### config.mk
export PLATFORM = sky130hd
export DESIGN_NAME = shift_left_with_quotient_reg
export DESIGN_NICKNAME = d
export VERILOG_FILES = /design/src/rtl/shift_pkg.sv /design/src/rtl/shift_if.sv /design/src/rtl/rotate_mask_unit.sv /design/src/rtl/shift_left_with_quotient_reg.sv
export SDC_FILE = /design/constraint.sdc
export NUM_CORES = 2
export LEC_CHECK = 0
export ABC_AREA = 1
export ABC_CLOCK_PERIOD_IN_PS = 5200
export BUFFER_PORTS_ARGS = -buffer_cell sky130_fd_sc_hd__buf_2
export CAP_MARGIN = 20
export CORE_ASPECT_RATIO = 0.9
export CORE_UTILIZATION = 45
export DETAILED_ROUTE_END_ITERATION = 6
export PLACE_DENSITY_LB_ADDON = 0.2
export SLEW_MARGIN = 10
export SYNTH_ARGS = -nofsm -noshare
export SYNTH_HDL_FRONTEND = slang
export SYNTH_SLANG_ARGS = --single-unit
### constraint.sdc
create_clock -name clk -period 5.2 [get_ports clk]
set_input_delay 1.3 -clock clk [delete_from_list [all_inputs] [get_ports clk]]
set_output_delay 1.3 -clock clk [all_outputs]
set_load 0.01 [all_outputs]
### src/rtl/shift_pkg.sv
// Constants and types for the left-shift datapath slice with quotient register.
// Assumes big-endian bit numbering in instruction fields, mapped onto [31:0].
package shift_pkg;

  // ****************************************
  // Widths
  // ****************************************
  localparam int WORD_W    = 32;
  localparam int GPR_COUNT = 32;
  localparam int ADDR_W    = 8;
  localparam int AMT_W     = 5;
  localparam int IDX_W     = 5;

  // ****************************************
  // Instruction fields
  // ****************************************
  localparam int PRIM_LSB    = 26;
  localparam int OPERAND_LSB = 21;
  localparam int DEST_LSB    = 16;
  localparam int AMOUNT_LSB  = 11;
  localparam int XO_LSB      = 1;
  localparam int RECORD_POS  = 0;

  localparam logic [5:0] OPC_PRIMARY       = 6'h1f;
  localparam logic [9:0] XO_LONG_MERGE     = 10'h0d8;
  localparam logic [9:0] XO_SHIFT_QUOTIENT = 10'h098;
  localparam logic [9:0] XO_SHIFT_WORD     = 10'h018;

  // Amount register: count in bits 27-31, mask select in bit 26
  localparam int MASK_SEL_POS = 5;

  // ****************************************
  // Condition and exception fields
  // ****************************************
  localparam int CR_BELOW_POS = 3;
  localparam int CR_ABOVE_POS = 2;
  localparam int CR_ZERO_POS  = 1;
  localparam int CR_SO_POS    = 0;
  localparam int XER_SO_POS   = 31;

  // ****************************************
  // Register map
  // ****************************************
  localparam logic [ADDR_W-1:0] ADDR_QUOT   = 8'h80;
  localparam logic [ADDR_W-1:0] ADDR_CR0    = 8'h84;
  localparam logic [ADDR_W-1:0] ADDR_XER    = 8'h88;
  localparam logic [ADDR_W-1:0] ADDR_INSTR  = 8'h8c;
  localparam logic [ADDR_W-1:0] ADDR_STATUS = 8'h90;
  localparam int GPR_REGION_POS = 7;
  localparam int ST_ILLEGAL_POS = 0;
  localparam int ST_KIND_LSB    = 1;

  localparam logic [WORD_W-1:0] WORD_RESET = 32'h0000_0000;
  localparam logic [3:0]        CR_RESET   = 4'h0;

  typedef enum logic [1:0] {
    OP_NONE,
    OP_LONG_MERGE,
    OP_SHIFT_QUOTIENT,
    OP_SHIFT_WORD
  } op_kind_t;

endpackage

### src/rtl/shift_if.sv
// Interface between the core and the rotate-and-mask unit.
// Assumes purely combinational use inside one clock domain.
`timescale 1ns/1ps
`default_nettype none

interface shift_if;
  import shift_pkg::*;

  logic [WORD_W-1:0] operand;
  logic [WORD_W-1:0] amount;
  logic [WORD_W-1:0] quotient;
  op_kind_t          kind;
  logic [WORD_W-1:0] result;
  logic [WORD_W-1:0] quotient_next;
  logic              quotient_load;

  modport core
  (
    output operand, amount, quotient, kind,
    input  result, quotient_next, quotient_load
  );

  modport unit
  (
    input  operand, amount, quotient, kind,
    output result, quotient_next, quotient_load
  );
endinterface // shift_if

`default_nettype wire

### src/rtl/rotate_mask_unit.sv
// Combinational rotate, mask generation and merge for the three shift forms.
// Assumes the core registers every result it takes from here.
`timescale 1ns/1ps
`default_nettype none

module rotate_mask_unit
  import shift_pkg::*;
(
  shift_if.unit sh
);

  logic [AMT_W-1:0]    n;
  logic                sel;
  logic [2*WORD_W-1:0] doubled;
  logic [WORD_W-1:0]   rotated;
  logic [WORD_W-1:0]   ones;
  logic [WORD_W-1:0]   mask;

  assign n       = sh.amount[AMT_W-1:0];
  assign sel     = sh.amount[MASK_SEL_POS];
  assign ones    = {WORD_W{1'b1}};
  assign doubled = {sh.operand, sh.operand} << n;
  assign rotated = doubled[2*WORD_W-1:WORD_W];

  // ****************************************
  // Mask and result selection
  // ****************************************
  always_comb
  begin
    mask             = ones << n;
    sh.result        = WORD_RESET;
    sh.quotient_next = rotated;
    sh.quotient_load = 1'b0;
    case (sh.kind)
      OP_LONG_MERGE:
      begin
        if (!sel)
        begin
          mask      = ones >> n;
          sh.result = (rotated & mask) | (sh.quotient & ~mask);
        end
        else
        begin
          mask      = ~(ones >> n);
          sh.result = sh.quotient & ~mask;
        end
      end
      OP_SHIFT_QUOTIENT:
      begin
        mask             = sel ? WORD_RESET : (ones << n);
        sh.result        = rotated & mask;
        sh.quotient_load = 1'b1;
      end
      OP_SHIFT_WORD:
      begin
        mask      = sel ? WORD_RESET : (ones << n);
        sh.result = rotated & mask;
      end
      default:
      begin
        sh.result = WORD_RESET;
      end
    endcase
  end

endmodule // rotate_mask_unit

`default_nettype wire

### src/rtl/shift_left_with_quotient_reg.sv
// Left-shift datapath slice: register file, quotient, condition field, decoder.
// Assumes a plain register port master with one-cycle strobes, never both at once.
`timescale 1ns/1ps
`default_nettype none

module shift_left_with_quotient_reg
  import shift_pkg::*;
(
  input  wire logic                        clk,
  input  wire logic                        reset,
  input  wire logic [shift_pkg::ADDR_W-1:0] addr,
  input  wire logic [shift_pkg::WORD_W-1:0] wdata,
  input  wire logic                        wr_stb,
  input  wire logic                        rd_stb,
  output var  logic [shift_pkg::WORD_W-1:0] rdata
);
  import shift_pkg::*;

  // ****************************************
  // State
  // ****************************************
  logic [WORD_W-1:0] gpr_reg [GPR_COUNT];
  logic [WORD_W-1:0] multiply_quotient_reg;
  logic [3:0]        cr0_reg;
  logic [WORD_W-1:0] xer_reg;
  logic              illegal_reg;
  op_kind_t          last_kind_reg;
  logic [WORD_W-1:0] rdata_reg;

  // ****************************************
  // Decode of an issued instruction
  // ****************************************
  logic              issue;
  logic [WORD_W-1:0] instr;
  logic [5:0]        primary;
  logic [9:0]        ext_op;
  logic [IDX_W-1:0]  operand_idx;
  logic [IDX_W-1:0]  dest_idx;
  logic [IDX_W-1:0]  amount_idx;
  logic              record_flag;
  op_kind_t          kind;
  logic              legal;
  logic              exec;

  assign issue       = wr_stb && (addr == ADDR_INSTR);
  assign instr       = wdata;
  assign primary     = instr[PRIM_LSB +: 6];
  assign ext_op      = instr[XO_LSB +: 10];
  assign operand_idx = instr[OPERAND_LSB +: IDX_W];
  assign dest_idx    = instr[DEST_LSB +: IDX_W];
  assign amount_idx  = instr[AMOUNT_LSB +: IDX_W];
  assign record_flag = instr[RECORD_POS];

  always_comb
  begin
    kind = OP_NONE;
    if (primary == OPC_PRIMARY)
    begin
      case (ext_op)
        XO_LONG_MERGE:     kind = OP_LONG_MERGE;
        XO_SHIFT_QUOTIENT: kind = OP_SHIFT_QUOTIENT;
        XO_SHIFT_WORD:     kind = OP_SHIFT_WORD;
        default:           kind = OP_NONE;
      endcase
    end
  end

  assign legal = (kind != OP_NONE);
  assign exec  = issue && legal;

  // ****************************************
  // Rotate and mask unit
  // ****************************************
  shift_if sh ();

  assign sh.operand  = gpr_reg[operand_idx];
  assign sh.amount   = gpr_reg[amount_idx];
  assign sh.quotient = multiply_quotient_reg;
  assign sh.kind     = kind;

  rotate_mask_unit u_rotate
  (
    .sh (sh.unit)
  );

  // ****************************************
  // Condition field from result
  // ****************************************
  logic [3:0] cr0_next;
  logic       negative_flag;
  logic       positive_flag;
  logic       zero_flag;

  assign negative_flag = sh.result[WORD_W-1];
  assign zero_flag     = (sh.result == WORD_RESET);
  assign positive_flag = !negative_flag && !zero_flag;

  always_comb
  begin
    cr0_next               = CR_RESET;
    cr0_next[CR_BELOW_POS] = negative_flag;
    cr0_next[CR_ABOVE_POS] = positive_flag;
    cr0_next[CR_ZERO_POS]  = zero_flag;
    cr0_next[CR_SO_POS]    = xer_reg[XER_SO_POS];
  end

  // ****************************************
  // Register decode for the port
  // ****************************************
  logic             gpr_hit;
  logic [IDX_W-1:0] port_idx;

  assign gpr_hit  = !addr[GPR_REGION_POS] && (addr[1:0] == 2'b00);
  assign port_idx = addr[2 +: IDX_W];

  // ****************************************
  // Port writes to the special registers
  // ****************************************
  logic quot_wr;
  logic cr0_wr;
  logic xer_wr;
  logic status_wr;

  assign quot_wr   = wr_stb && (addr == ADDR_QUOT);
  assign cr0_wr    = wr_stb && (addr == ADDR_CR0);
  assign xer_wr    = wr_stb && (addr == ADDR_XER);
  assign status_wr = wr_stb && (addr == ADDR_STATUS);

  // ****************************************
  // General registers
  // ****************************************
  always_ff @(posedge clk)
  begin
    if (reset)
    begin
      for (int i = 0; i < GPR_COUNT; i++)
      begin
        gpr_reg[i] <= WORD_RESET;
      end
    end
    else if (exec)
    begin
      gpr_reg[dest_idx] <= sh.result;
    end
    else if (wr_stb && gpr_hit)
    begin
      gpr_reg[port_idx] <= wdata;
    end
  end

  // ****************************************
  // Quotient register
  // ****************************************
  always_ff @(posedge clk)
  begin
    if (reset)
    begin
      multiply_quotient_reg <= WORD_RESET;
    end
    else if (exec && sh.quotient_load)
    begin
      multiply_quotient_reg <= sh.quotient_next;
    end
    else if (quot_wr)
    begin
      multiply_quotient_reg <= wdata;
    end
  end

  // ****************************************
  // Condition field zero
  // ****************************************
  always_ff @(posedge clk)
  begin
    if (reset)
    begin
      cr0_reg <= CR_RESET;
    end
    else if (exec && record_flag)
    begin
      cr0_reg <= cr0_next;
    end
    else if (cr0_wr)
    begin
      cr0_reg <= wdata[3:0];
    end
  end

  // ****************************************
  // Exception register, software only
  // ****************************************
  always_ff @(posedge clk)
  begin
    if (reset)
    begin
      xer_reg <= WORD_RESET;
    end
    else if (xer_wr)
    begin
      xer_reg <= wdata;
    end
  end

  // ****************************************
  // Status: illegal sticky, last kind
  // ****************************************
  always_ff @(posedge clk)
  begin
    if (reset)
    begin
      illegal_reg <= 1'b0;
    end
    else if (issue && !legal)
    begin
      illegal_reg <= 1'b1;
    end
    else if (status_wr && wdata[ST_ILLEGAL_POS])
    begin
      illegal_reg <= 1'b0;
    end
  end

  always_ff @(posedge clk)
  begin
    if (reset)
    begin
      last_kind_reg <= OP_NONE;
    end
    else if (issue)
    begin
      last_kind_reg <= kind;
    end
  end

  // ****************************************
  // Read port, data one cycle later
  // ****************************************
  logic [WORD_W-1:0] status_word;
  logic [WORD_W-1:0] cr0_word;
  logic [WORD_W-1:0] rdata_next;

  always_comb
  begin
    status_word                   = WORD_RESET;
    status_word[ST_ILLEGAL_POS]   = illegal_reg;
    status_word[ST_KIND_LSB +: 2] = last_kind_reg;
  end

  always_comb
  begin
    cr0_word      = WORD_RESET;
    cr0_word[3:0] = cr0_reg;
  end

  // Bus idles at zero outside the cycle after a read
  always_comb
  begin
    rdata_next = WORD_RESET;
    if (rd_stb)
    begin
      if (gpr_hit)
      begin
        rdata_next = gpr_reg[port_idx];
      end
      else
      begin
        case (addr)
          ADDR_QUOT:   rdata_next = multiply_quotient_reg;
          ADDR_CR0:    rdata_next = cr0_word;
          ADDR_XER:    rdata_next = xer_reg;
          ADDR_STATUS: rdata_next = status_word;
          default:     rdata_next = WORD_RESET;
        endcase
      end
    end
  end

  always_ff @(posedge clk)
  begin
    if (reset)
    begin
      rdata_reg <= WORD_RESET;
    end
    else
    begin
      rdata_reg <= rdata_next;
    end
  end

  assign rdata = rdata_reg;

endmodule // shift_left_with_quotient_reg

`default_nettype wire

==> summary.md <==
| Metric | Value |
|---|---|
| H-Tree Level Count | `4` |
| Compound-Gate Fraction of Synth Area | `0.09085` |
| Area grow syn2layout | `14.84%` |
| Crit path DAT | `4950 ps` |
| Resized Gates After CTS | `0` |
| Syn nets | `slightly below 8,000` |
| Slew @ Worst Pin | `approximately 1100 ps` |
| Reg power frac | `0.438` |
| Vias per inst | `between 6 and 7` |
| Wire per inst | `~30 µm` |
| Post-Synth Adder-Cell Area | `0` |
| Post-Synthesis Cells | `7,899` |
| DP HPWL | `194.2 mm` |
| Slew Limit Fails | `0` |
| CTS tree | `done` |
| GRT overflow | `0` |
| Comb power frac | `0.162` |
| I/O pin cnt | `76` |
| Placed insts | `9,596` |
| Antenna violations before repair | `11` |
| CP required | `5710 ps` |
| Post-DRT Antenna Nets | `0` |
| Status | `complete, but fails checks` |
| Port buffer count | `75` |
| Core area | `139,400 µm²` |
| Seq/Total Area, Yosys | `0.5197` |
| Ratio of cells with drive above 1 in the final layout | `0.1075` |
| Worst setup path class | `input pin to flop` |
| Fin Setup TNS | `0 ps` |
| Worst slew margin | `0.2296` |
| Worst Setup EP | `gpr_reg[15][12]` |
| Initial DRC Count | `around 10,000` |
| Sw frac | `0.2981` |
| Top post-synthesis cells by count | `nand2_1, nand3_1, nor2_1` |
| Max Cap Violations | `0` |
| Critical Path Fanout Max | `32` |
| Yosys top cell by area | `edfxtp_1` |
| Clock sink total | `~1,100` |
| # nets final | `7,927` |
| Synth Area in Simple Gates | `0.3343` |
| Period utilization | `0.8544` |
| Root buffer cell | `clkbuf_16` |
| Pwr per Cell Area | `331.9 nW/µm²` |
| Ys flop type | `edfxtp_1` |
| GRT Overall Usage | `0.4113` |
| Post-Synth XOR/XNOR Area | `0` |
| Clk pwr share | `0.401` |
| TritonCTS buffer count | `about 130` |
| Fin. Hold Viols | `0` |
| Worst-Skew Late Latency | `810 ps` |
| Reg2reg start | `gpr_reg[15][2]` |
| Fin crit period | `between 4000 and 5000 ps` |
| Die X | `396.8 µm` |
| Row count | `130` |
| EDFF count, synth | `roughly 1,000` |
| First-pass GRT wire length | `421.4 mm` |
| Max VDD drop | `0.2860 mV` |
| Count of cell types in the netlist | `54` |
| DIE HEIGHT | `357.3 µm` |
| #FFs+latches synth | `between 1,000 and 1,500` |
| CP startpoint | `wdata[11]` |
| P_int | `16.89 mW` |
| Finished Cell Area | `72,500 µm²` |
| Violated checks | `DRC` |
| Clk buf depth | `3` |
| Number of flip-flops under the largest register name | `1,024` |
| LEAKAGE | `approximately 27 nW` |
| Mux cell area share after synthesis | `0.0001585` |
| Largest family of logic cells by synthesized area | `simple AND/OR/NAND/NOR gates` |
| Count leader, synth | `nand2_1` |
| Psw | `7.172 mW` |
| R2r setup slk | `1320 ps` |
| Remaining DRCs | `6` |
| Number of global-route vias before repair | `58,310` |
| Startpoint types | `input pin` |
| Hold Path Class | `flop to flop` |
| Critical Path Sink Type | `flop` |
| Yosys warns | `0` |
| GPL Wtd Cong | `1.036` |
| Die area | `141,800 µm²` |
| Setup Fix Bufs, Post-CTS | `0` |
| Initial Utilization | `0.4529` |
| Synth top area cells | `edfxtp_1, nand2_1, nand3_1, nor2_1, a22oi_1` |
| Asr flop ratio synth | `0` |
| Achievable Freq | `225.1 MHz` |
| Final setup fails | `0` |
| Post-synth top area share | `0.4871` |
| Cell Area, Placed | `68,100 µm²` |
| Syn_area_per_cell | `7.993 µm²` |
| Via count | `~63,000` |
| Crit Reg-Reg Endpoint | `gpr_reg[15][12]` |
| RSZ-0062 raised after global routing | `no` |
| Hold_buf cts | `0` |
| Non-filler cells, final | `9,834` |
| Total Wirelength | `296.7 mm` |
| Final Skew | `35.80 ps` |
| Clk slew on worst S/H paths | `60 ps` |
| Worst reg2reg path depth | `17` |
| Post-Syn Area | `between 60,000 and 70,000 µm²` |
| Initial DRT Pass Iterations | `7` |
| Largest net degree at the start of global routing | `103` |
[final cells by class]
cell class / count / area (µm²)
diodes: 1 / 2.502
clock buffers: 162 / 3520
clock inverters: 74 / 850.8
fillers: 12850 / 66900
inverters: 101 / 422.9
multi-input cells: 5977 / 27140
flip-flops and latches: 1127 / 32810
well taps: 1848 / 2312
repair buffers: 544 / 5439
[power by group through the flow]
stage / Combinational [mW] / Clock (mW) / Sequential (mW)
after floorplan: 2.06 / 0 / 10.6
after global placement: 3.74 / 0 / 10.7
after detailed placement: 3.74 / 0 / 10.7
after CTS: 3.75 / 9.67 / 10.5
after global routing: 4.07 / 10.0 / 10.6
final: 3.89 / 9.64 / 10.5
[metrics by stage]
stage	hold slack (ps)	util	power, mW	setup slack (ps)
5_1_grt	495.9	0.5201	24.65	590.0
3_3_place_gp	454.1	0.4885	14.44	111.2
2_1_floorplan	441.2	-	12.70	753.2
6_report	474.8	0.5201	24.06	757.1
3_5_place_dp	463.6	0.4885	14.45	187.2
4_1_cts	471.6	0.5199	23.95	984.9
[worst max-delay path, stage by stage]
cell and delay [ps]:
buf_4 150, inv_6 140, buf_4 220, nand2_1 80, nand3_1 70, nand3_1 80
nand2_1 80, nand2_1 50, nand3_1 390, o21ai_4 170, inv_2 270, nor2_1 130
o21ai_0 560, o22ai_1 150, nand3_1 200, nand2_1 170, buf_4 180, o21ai_2 180
buf_12 230, nor2_1 70
[logic make-up after synthesis]
| family | Yosys count |
|---|---|
| and+or+nand+nor | 5109 |
| DFF | 1127 |
| buffers and inverters | 795 |
| AOI/OAI and AO/OA | 867 |
| muxes | 1 |
[how the worst min path moves through the flow]
stage,from,to,slack (ps),depth (start not counted)
detailed placement,cr0_reg[3],cr0_reg[3],460,2
global route,illegal_reg,illegal_reg,500,2
CTS,cr0_reg[3],cr0_reg[3],470,2
global placement,xer_reg[0],xer_reg[0],450,2
floorplan,xer_reg[0],xer_reg[0],440,2
finish,cr0_reg[3],cr0_reg[3],470,2
[metal layers]
| layer | vias to the layer above | share of wire | GRT usage | wire (µm) |
|---|---|---|---|---|
| met5 | - | 0.00021 | 0 | 61 |
| met4 | 10 | 0.064 | 0.2292 | 19060 |
| met3 | 956 | 0.13 | 0.09821 | 39120 |
| met2 | 5040 | 0.43 | 0.6095 | 126600 |
| met1 | 29890 | 0.38 | 0.5530 | 111900 |
| li1 | 27080 | - | - | - |
[cell usage in the layout, fill, tap and decap left out, drive strengths merged, types with 2 or more instances in the layout]
cell      Yosys  final
a21oi       158    158
bufinv        0     13
inv          97    105
clkbuf      372    162
a22o         25     25
nand4        93     93
o21ai       186    186
o21a          3      3
a22oi       291    291
edfxtp     1024   1024
a311oi        5      5
and2          2      2
dfxtp       103    103
a21boi        3      3
nand2      2576   2576
clkinvlp      0      5
o211ai       43     43
a32o          7      7
a41oi         5      5
o31ai         4      4
clkinv        4     52
o2111ai      12     12
a221oi       29     29
buf         322    544
o22ai         7      7
nand3      1269   1269
o221ai        4      4
nand3b        3      3
a31oi        60     60
o311ai       21     21
nor2       1149   1149
nor3         14     14
No activity file was read; power rests on OpenSTA's default activity.
